<file path="config.mk">
export PLATFORM = sky130hd
export DESIGN_NAME = spt_timer
export DESIGN_NICKNAME = d
export VERILOG_FILES = /design/src/pkg/spt_pkg.sv /design/src/hw/spt_timer.sv /design/src/hw/spt_sync3.sv
export SDC_FILE = /design/constraint.sdc
export NUM_CORES = 1
export LEC_CHECK = 0
export ABC_AREA = 0
export ABC_CLOCK_PERIOD_IN_PS = 2700
export CAP_MARGIN = 30
export CORE_MARGIN = 2
export CORE_UTILIZATION = 50
export DETAILED_ROUTE_END_ITERATION = 12
export DONT_BUFFER_PORTS = 1
export GPL_ROUTABILITY_DRIVEN = 0
export PLACE_DENSITY = 0.73
export SLEW_MARGIN = 0
export SYNTH_ARGS = -nofsm -noshare
export SYNTH_HDL_FRONTEND = slang
export SYNTH_SLANG_ARGS = --single-unit
</file>
<file path="constraint.sdc">
create_clock -name clock -period 2.7 [get_ports clock]
set_clock_uncertainty 0.05 [all_clocks]
set_input_delay 0.54 -clock clock [delete_from_list [all_inputs] [get_ports clock]]
set_output_delay 0.54 -clock clock [all_outputs]
set_load 0.03 [all_outputs]
</file>
<file path="src/pkg/spt_pkg.sv">
// Package with register map, field layout and constants of the 16-bit period timer.
package spt_pkg;

    localparam int unsigned SPT_ADDR_W = 8;
    localparam int unsigned SPT_DATA_W = 32;

    // Register byte offsets.
    localparam logic [7:0] SPT_OFS_CONTROL = 8'h00;
    localparam logic [7:0] SPT_OFS_PERIOD = 8'h04;
    localparam logic [7:0] SPT_OFS_COUNT = 8'h08;
    localparam logic [7:0] SPT_OFS_INT_CTRL = 8'h0C;
    localparam logic [7:0] SPT_OFS_STATUS = 8'h10;
    localparam logic [7:0] SPT_OFS_MASK = 8'h14;

    // Implemented bits of timer_control; the others read zero.
    localparam logic [15:0] SPT_CONTROL_WMASK = 16'hA376;
    localparam logic [15:0] SPT_CONTROL_RESET = 16'h0000;
    localparam logic [15:0] SPT_PERIOD_RESET = 16'hFFFF;
    localparam logic [15:0] SPT_COUNT_RESET = 16'h0000;

    // Interrupt control register fields.
    localparam int unsigned SPT_INT_ENABLE_BIT = 0;
    localparam int unsigned SPT_INT_PRIO_LSB = 4;
    localparam logic [2:0] SPT_INT_PRIO_RESET = 3'h0;

    // Status and mask layout.
    localparam int unsigned SPT_EVT_W = 2;
    localparam int unsigned SPT_EVT_MATCH = 0;
    localparam int unsigned SPT_EVT_GATE_FALL = 1;
    localparam logic [1:0] SPT_EVT_RESET = 2'h0;

    // Prescale terminal counts for 1:1, 1:8, 1:64 and 1:256.
    localparam logic [7:0] SPT_PRE_LIMIT_1 = 8'h00;
    localparam logic [7:0] SPT_PRE_LIMIT_8 = 8'h07;
    localparam logic [7:0] SPT_PRE_LIMIT_64 = 8'h3F;
    localparam logic [7:0] SPT_PRE_LIMIT_256 = 8'hFF;

    typedef enum logic [1:0] {
        SPT_PRE_DIV1 = 2'b00,
        SPT_PRE_DIV8 = 2'b01,
        SPT_PRE_DIV64 = 2'b10,
        SPT_PRE_DIV256 = 2'b11
    } spt_prescale_t;

    typedef enum logic [1:0] {
        SPT_EXT_SECONDARY_OSC = 2'b00,
        SPT_EXT_CLOCK_INPUT = 2'b01,
        SPT_EXT_LOW_POWER_RC = 2'b10,
        SPT_EXT_GENERIC_TIMER = 2'b11
    } spt_ext_sel_t;

    typedef struct packed {
        logic timer_run;
        logic unused14;
        logic idle_stop;
        logic [2:0] unused12_10;
        spt_ext_sel_t extended_clock_select;
        logic unused7;
        logic gate_accumulate;
        spt_prescale_t prescale_select;
        logic unused3;
        logic external_clock_sync;
        logic clock_source_select;
        logic unused0;
    } spt_control_t;

    typedef struct packed {
        logic [SPT_ADDR_W-1:0] addr;
        logic [SPT_DATA_W-1:0] wr_data;
        logic wr_strobe;
        logic rd_strobe;
    } spt_bus_req_t;

    typedef struct packed {
        logic secondary_oscillator;
        logic low_power_rc_oscillator;
        logic external_clock_input;
        logic generic_timer_clock_input;
        logic gate_input;
    } spt_pins_t;

endpackage : spt_pkg

</file>
<file path="src/hw/spt_timer.sv">
// Top of the 16-bit period timer with its register port and interrupt logic.
//
// Functional notes
// - 16-bit counter: timer, sync or async counter.
// - Interrupt when count matches period register.
// - Gated mode counts while gate high, interrupts on fall.
// - Control bit 15 starts and stops counting.
// - Bit 13 picks Idle behaviour; async counts in Sleep.
// - Bit 1 picks internal half clock or extended source.
// - Bits 9-8 pick which extended source.
// - Bits 5-4 prescale 1, 8, 64 or 256.
// - Bit 2 picks sync or async external mode; both pass the synchroniser.
// - Interrupt gated by enable, carries three-bit priority.
// - Control write while running clears prescaler.
// - Unimplemented control bits ignore writes, read zero.
`timescale 1ns/100ps
`default_nettype none

module spt_timer #(
    parameter int unsigned COUNT_W = 16
) (
    input wire logic clock,
    input wire logic reset,
    input wire spt_pkg::spt_bus_req_t bus_req,
    output var logic [spt_pkg::SPT_DATA_W-1:0] rd_data,
    input wire spt_pkg::spt_pins_t pins,
    input wire logic cpu_idle,
    input wire logic cpu_sleep,
    output var logic irq,
    output var logic [2:0] irq_priority
);

    ////////////////////////////////////////////////////////////////////////////////
    // Register state.

    spt_pkg::spt_control_t control_reg;
    logic [COUNT_W-1:0] period_reg;
    logic [COUNT_W-1:0] count_reg;
    logic int_enable_reg;
    logic [spt_pkg::SPT_EVT_W-1:0] status_reg;
    logic [spt_pkg::SPT_EVT_W-1:0] status_next;
    logic [spt_pkg::SPT_EVT_W-1:0] mask_reg;
    logic [7:0] prescale_reg;
    logic half_reg;
    logic ext_level_d_reg;
    logic gate_level_d_reg;

    logic wr_control;
    logic wr_period;
    logic wr_count;
    logic wr_int_ctrl;
    logic wr_mask;
    logic rd_status;
    logic ext_pin;
    logic ext_level;
    logic gate_level;
    logic ext_rise;
    logic source_tick;
    logic halted;
    logic idle_halt;
    logic sleep_halt;
    logic gate_mode;
    logic gate_open;
    logic prescale_en;
    logic [7:0] prescale_limit;
    logic count_tick;
    logic match_event;
    logic gate_fall_event;
    logic [spt_pkg::SPT_EVT_W-1:0] events;
    logic [spt_pkg::SPT_DATA_W-1:0] rd_next;

    ////////////////////////////////////////////////////////////////////////////////
    // Address decode.

    assign wr_control = bus_req.wr_strobe && (bus_req.addr == spt_pkg::SPT_OFS_CONTROL);
    assign wr_period = bus_req.wr_strobe && (bus_req.addr == spt_pkg::SPT_OFS_PERIOD);
    assign wr_count = bus_req.wr_strobe && (bus_req.addr == spt_pkg::SPT_OFS_COUNT);
    assign wr_int_ctrl = bus_req.wr_strobe && (bus_req.addr == spt_pkg::SPT_OFS_INT_CTRL);
    assign wr_mask = bus_req.wr_strobe && (bus_req.addr == spt_pkg::SPT_OFS_MASK);
    assign rd_status = bus_req.rd_strobe && (bus_req.addr == spt_pkg::SPT_OFS_STATUS);

    always_ff @(posedge clock) begin
        if (reset) begin
            control_reg <= spt_pkg::spt_control_t'(spt_pkg::SPT_CONTROL_RESET);
        end else if (wr_control) begin
            control_reg <= spt_pkg::spt_control_t'(bus_req.wr_data[15:0]
                & spt_pkg::SPT_CONTROL_WMASK);
        end
    end

    always_ff @(posedge clock) begin
        if (reset) begin
            period_reg <= spt_pkg::SPT_PERIOD_RESET;
        end else if (wr_period) begin
            period_reg <= bus_req.wr_data[COUNT_W-1:0];
        end
    end

    // The enable gates the interrupt line; the priority is only passed out.
    always_ff @(posedge clock) begin
        if (reset) begin
            int_enable_reg <= 1'b0;
            irq_priority <= spt_pkg::SPT_INT_PRIO_RESET;
        end else if (wr_int_ctrl) begin
            int_enable_reg <= bus_req.wr_data[spt_pkg::SPT_INT_ENABLE_BIT];
            irq_priority <= bus_req.wr_data[spt_pkg::SPT_INT_PRIO_LSB +: 3];
        end
    end

    always_ff @(posedge clock) begin
        if (reset) begin
            mask_reg <= spt_pkg::SPT_EVT_RESET;
        end else if (wr_mask) begin
            mask_reg <= bus_req.wr_data[spt_pkg::SPT_EVT_W-1:0];
        end
    end

    ////////////////////////////////////////////////////////////////////////////////
    // Clock sources.

    // Selected extended source, picked before the synchroniser.
    // Changing the selection can pass for one edge, so switch it with the timer stopped.
    always_comb begin
        unique case (control_reg.extended_clock_select)
            spt_pkg::SPT_EXT_GENERIC_TIMER: ext_pin = pins.generic_timer_clock_input;
            spt_pkg::SPT_EXT_LOW_POWER_RC: ext_pin = pins.low_power_rc_oscillator;
            spt_pkg::SPT_EXT_CLOCK_INPUT: ext_pin = pins.external_clock_input;
            spt_pkg::SPT_EXT_SECONDARY_OSC: ext_pin = pins.secondary_oscillator;
        endcase
    end

    spt_sync3 u_ext_sync (
        .clock(clock),
        .reset(reset),
        .pin_in(ext_pin),
        .level(ext_level)
    );

    spt_sync3 u_gate_sync (
        .clock(clock),
        .reset(reset),
        .pin_in(pins.gate_input),
        .level(gate_level)
    );

    // Delayed levels feed the edge detectors; they reset to the idle low level of the pins.
    always_ff @(posedge clock) begin
        if (reset) begin
            ext_level_d_reg <= 1'b0;
            gate_level_d_reg <= 1'b0;
        end else begin
            ext_level_d_reg <= ext_level;
            gate_level_d_reg <= gate_level;
        end
    end

    // Internal source runs at half the system clock.
    always_ff @(posedge clock) begin
        if (reset) begin
            half_reg <= 1'b0;
        end else begin
            half_reg <= ~half_reg;
        end
    end

    assign ext_rise = ext_level && !ext_level_d_reg;
    assign source_tick = control_reg.clock_source_select ? ext_rise : half_reg;

    ////////////////////////////////////////////////////////////////////////////////
    // Idle and Sleep.

    // Idle halts the count only when idle_stop is set.
    assign idle_halt = cpu_idle && control_reg.idle_stop;

    // A synchronised or internal source stops in Sleep; only the
    // asynchronous external count keeps going.
    assign sleep_halt = cpu_sleep && !(control_reg.clock_source_select
        && !control_reg.external_clock_sync);
    assign halted = idle_halt || sleep_halt;

    // Gated accumulation applies only while the internal source is selected.
    assign gate_mode = control_reg.gate_accumulate && !control_reg.clock_source_select;
    assign gate_open = !gate_mode || gate_level;

    // Each enabled source tick advances the prescaler by one.
    assign prescale_en = control_reg.timer_run && !halted && source_tick && gate_open;

    ////////////////////////////////////////////////////////////////////////////////
    // Prescaler.

    always_comb begin
        unique case (control_reg.prescale_select)
            spt_pkg::SPT_PRE_DIV1: prescale_limit = spt_pkg::SPT_PRE_LIMIT_1;
            spt_pkg::SPT_PRE_DIV8: prescale_limit = spt_pkg::SPT_PRE_LIMIT_8;
            spt_pkg::SPT_PRE_DIV64: prescale_limit = spt_pkg::SPT_PRE_LIMIT_64;
            spt_pkg::SPT_PRE_DIV256: prescale_limit = spt_pkg::SPT_PRE_LIMIT_256;
        endcase
    end

    // A control write clears the prescaler and swallows the tick of that cycle,
    // so a rewrite while running restarts the division.
    always_ff @(posedge clock) begin
        if (reset) begin
            prescale_reg <= 8'h00;
        end else if (!control_reg.timer_run || wr_control) begin
            prescale_reg <= 8'h00;
        end else if (prescale_en) begin
            if (prescale_reg >= prescale_limit) begin
                prescale_reg <= 8'h00;
            end else begin
                prescale_reg <= prescale_reg + 8'h01;
            end
        end
    end

    assign count_tick = prescale_en && !wr_control && (prescale_reg >= prescale_limit);

    ////////////////////////////////////////////////////////////////////////////////
    // Counter.

    // The count wraps to zero on the tick after it reached the period.
    assign match_event = count_tick && (count_reg == period_reg);

    // A software write to the count wins over a tick in the same cycle.
    always_ff @(posedge clock) begin
        if (reset) begin
            count_reg <= spt_pkg::SPT_COUNT_RESET;
        end else if (wr_count) begin
            count_reg <= bus_req.wr_data[COUNT_W-1:0];
        end else if (count_tick) begin
            if (count_reg == period_reg) begin
                count_reg <= '0;
            end else begin
                count_reg <= count_reg + 1'b1;
            end
        end
    end

    ////////////////////////////////////////////////////////////////////////////////
    // Interrupt status.

    assign gate_fall_event = gate_mode && control_reg.timer_run
        && gate_level_d_reg && !gate_level;

    always_comb begin
        events = '0;
        events[spt_pkg::SPT_EVT_MATCH] = match_event;
        events[spt_pkg::SPT_EVT_GATE_FALL] = gate_fall_event;
        status_next = rd_status ? events : (status_reg | events);
    end

    // An event in the cycle of a clearing read stays set.
    always_ff @(posedge clock) begin
        if (reset) begin
            status_reg <= spt_pkg::SPT_EVT_RESET;
        end else begin
            status_reg <= status_next;
        end
    end

    // The interrupt line trails the status by one cycle because it is registered.
    always_ff @(posedge clock) begin
        if (reset) begin
            irq <= 1'b0;
        end else begin
            irq <= int_enable_reg && |(status_reg & mask_reg);
        end
    end

    ////////////////////////////////////////////////////////////////////////////////
    // Read port.

    // Only a read strobe puts data on the port; all other cycles read zero.
    always_comb begin
        rd_next = '0;
        if (bus_req.rd_strobe) begin
            unique case (bus_req.addr)
                spt_pkg::SPT_OFS_CONTROL: rd_next[15:0] = control_reg;
                spt_pkg::SPT_OFS_PERIOD: rd_next[COUNT_W-1:0] = period_reg;
                spt_pkg::SPT_OFS_COUNT: rd_next[COUNT_W-1:0] = count_reg;
                spt_pkg::SPT_OFS_INT_CTRL: begin
                    rd_next[spt_pkg::SPT_INT_ENABLE_BIT] = int_enable_reg;
                    rd_next[spt_pkg::SPT_INT_PRIO_LSB +: 3] = irq_priority;
                end
                spt_pkg::SPT_OFS_STATUS: rd_next[spt_pkg::SPT_EVT_W-1:0] = status_reg;
                spt_pkg::SPT_OFS_MASK: rd_next[spt_pkg::SPT_EVT_W-1:0] = mask_reg;
                default: rd_next = '0;
            endcase
        end
    end

    always_ff @(posedge clock) begin
        if (reset) begin
            rd_data <= '0;
        end else begin
            rd_data <= rd_next;
        end
    end

endmodule : spt_timer

`default_nettype wire

</file>
<file path="src/hw/spt_sync3.sv">
// Three-stage pin synchroniser with an agreement filter on the last two stages.
`timescale 1ns/100ps
`default_nettype none

module spt_sync3 (
    input wire logic clock,
    input wire logic reset,
    input wire logic pin_in,
    output var logic level
);

    logic stage1_reg;
    logic stage2_reg;
    logic stage3_reg;

    always_ff @(posedge clock) begin
        if (reset) begin
            stage1_reg <= 1'b0;
            stage2_reg <= 1'b0;
            stage3_reg <= 1'b0;
        end else begin
            stage1_reg <= pin_in;
            stage2_reg <= stage1_reg;
            stage3_reg <= stage2_reg;
        end
    end

    // The level follows only once the second and third stages agree.
    always_ff @(posedge clock) begin
        if (reset) begin
            level <= 1'b0;
        end else if (stage2_reg == stage3_reg) begin
            level <= stage3_reg;
        end
    end

endmodule : spt_sync3

`default_nettype wire

</file>
==> impl_results.md <==
- Final hold vios: 0
- H-Tree Depth: 3
- Detailed Routing Iterations Pass 1: 5
- IO Pins: 87
- Int Power: 1.84 mW
- Switch share: 0.226
- Mean area per synthesized cell: 8.44 sq um
- Register area share after synthesis: 0.397
- Arrival time worst endpoint: roughly 2.7 ns
- Die height: 96.6 um
- Dpl hpwl: 7280 um
- Async SR Flop Fraction: 0
- Setup slack after layout: 0.188 ns
- Post-synth top area share: 0.397
- Synthesis-stage register bit count: 85
- Top_reg_cell synth: dfxtp_1
- Most numerous cell in the Yosys netlist: dfxtp_1
- Cell leakage power: 1.70 nW
- Placed inst area: 4340 sq um
- Clk slew on worst S/H paths: around 0.09 ns
- Largest net degree at the start of global routing: 66
- Post-Syn Instances: 508
- Vias in the first global route: about 3300
- Clock root buffer: clkbuf_8
- CTS max path bufs: 2
- Crit start category: primary input
- PostCTS Resize Cnt: 0
- Pwr dens: 520 nW/um^2
- Setup crit start: bus_req[37]
- CP Class: in -> reg
- Mapped Area: ~4300 sq um
- Area growth, synth to finish: 6.39%
- P_sw: about 0.53 mW
- EDFF count, synth: 0
- WL/cell: around 17 um
- Initial Utilization: 0.519
- DRT iter0 DRCs: 262
- Slew HR: 0.292
- Die footprint: 9340 sq um
- Vias/cell: 5.92
- Req. time, crit path: between 2 and 3 ns
- Metal3 WL: 737 um
- Clock latency at the later pin of the worst-skew pair: 0.37 ns
- Max-Cap Viols: 0
- Final Setup Violations: 0
- Fmax: between 0.3 and 0.4 GHz
- Global-route wire length before repair: 16800 um
- Post-synth cell types: 54
- Seq pwr share: 0.536
- DRC viols: 0
- R2r setup slk: around 0.24 ns
- Worst R2R Start: control_reg[5]
- Pre-CTS setup slack: -0.0862 ns
- Row cnt: 33
- Vias: 3603
- Endpoint type of the worst setup path: flop
- Ant. Diodes: 0
- Core box area: a little over 8000 sq um
- RSZ-0062 raised after global routing: false
- CTS Hold Bufs: 0
- Post-route cell area: approximately 4600 sq um
- CTS tree: done
- Combinational fraction of design power: 0.037
- Least-Margin Pin Slew: 1.06 ns
- Area contributors post-synth: dfxtp_1 40%, nor2_1 6.0%, mux2i_1 5.8%, nand2_1 4.8%, xnor2_1 3.7%
- VDD IR max: 0.238 mV
- HP Start: reset
- Status: finished, final reports clean
- Period utilisation layout: 0.930
- Setup Fix Bufs, Post-CTS: 0
- Global route overflow: 0
- Clock Sinks: 85
- Nets: 558
- DR WL met2: 4680 um
- Max-slew violations: 0
- Top layer in use: met4
- Initial antenna violation count: 0
- IO Port Bufs: 0
- Post-route ant nets: 0
- Critical-path maximum fanout: 16
- Commonest cells post-synth: 85 x dfxtp_1, 68 x nor2_1, 55 x nand2_1
- Hold WC Path Type: in -> reg
- Layout cells sized above 1: 0.0794
- Period minus WS final: roughly 2.5 ns
- WL final: 10300 um
- Total CTS buffers: 9
- Area leader, netlist: dfxtp_1
- Die W: 96.6 um
- Clock Power Share: 0.426
- Synth warn: 0
- GRT Total Usage: 0.221
- Met1 WL: between 4000 and 5000 um
[cells in the final DEF (no fill, tap or decap), types with 3 or more instances in the layout]
master,n
o211ai_1,9
and2_1,6
a22oi_1,10
dfxtp_1,85
nand4_1,15
nor3_1,4
a31oi_1,9
nand3b_1,18
nand2b_1,3
nor4_2,3
nor4b_1,4
ha_1,8
nor4_1,4
o22ai_1,5
buf_4,14
xnor2_1,18
xor2_1,6
a222oi_1,3
nor2_1,68
o21ai_0,5
mux2i_1,25
clkbuf_8,10
nor2b_1,11
nand3_1,13
conb_1,16
and3_1,5
a21oi_1,25
o21ai_1,4
inv_1,7
nand2_1,55
[kinds of logic (layout without fill, tap and decap cells)]
logic type               after synthesis  after routing  share of synthesized area
AO/OA/AOI/OAI                         84             84                      0.135
XOR/XNOR                              24             24                     0.0490
adder cells (fa/ha/maj)                8              8                     0.0233
buffers and inverters                 57             38                     0.0651
flip-flops                            85             85                      0.397
multiplexers                          28             28                     0.0688
other                                  1             16                   0.000874
AND/OR/NAND/NOR                      221            221                      0.261
[path summary, 6_finish.rpt]
kind | end | depth (start not counted)
setup / recovery | count_reg[13] | 6
hold / removal | irq_priority[2] | 1
setup reg to reg | count_reg[10] | 7
hold reg to reg | half_reg | 1
[stage by stage]
stage / total power, mW / utilization / setup TNS, ns / hold WS, ns / cells
after floorplan: 1.41 / - / 0 / 0.334 / 523
after CTS: 2.39 / 0.553 / 0 / 0.175 / 609
after global placement: 1.39 / 0.525 / 0 / 0.344 / 593
after global routing: 2.44 / 0.553 / 0 / 0.169 / 609
after detailed placement: 1.39 / 0.525 / -0.569 / 0.360 / 593
final: 2.37 / 0.553 / 0 / 0.175 / 609
[critical path, stage by stage]
cell and delay (ns):
nor2b_1 0.81, nand3_1 0.70, nand2_1 0.35, nor4_1 0.07
o22ai_1 0.14, a21oi_1 0.09
[power by group through the flow]
stage / clock [mW] / combinational [mW] / sequential [mW]
global placement: 0 / 0.0850 / 1.30
finish: 1.01 / 0.0879 / 1.27
floorplan: 0 / 0.117 / 1.29
detailed placement: 0 / 0.0866 / 1.30
global route: 1.07 / 0.0952 / 1.27
CTS: 1.03 / 0.0870 / 1.27
[cell type report]
| type | instances | area [sq um] |
|---|---|---|
| Tap cell | 105 | 131 |
| Multi-Input combinational cell | 381 | 2370 |
| Clock inverter | 6 | 86.3 |
| Clock buffer | 10 | 138 |
| Timing Repair Buffer | 14 | 105 |
| Inverter | 8 | 30.0 |
| Fill cell | 760 | 3690 |
| Sequential cell | 85 | 1700 |
[metal layers]
metal / global-route usage / up-vias
met5: 0 / -
met4: 0.0834 / 0
met3: 0.0499 / 20
met2: 0.344 / 150
met1: 0.299 / 1693
li1: - / 1740
(Power assumes the default switching activity.)
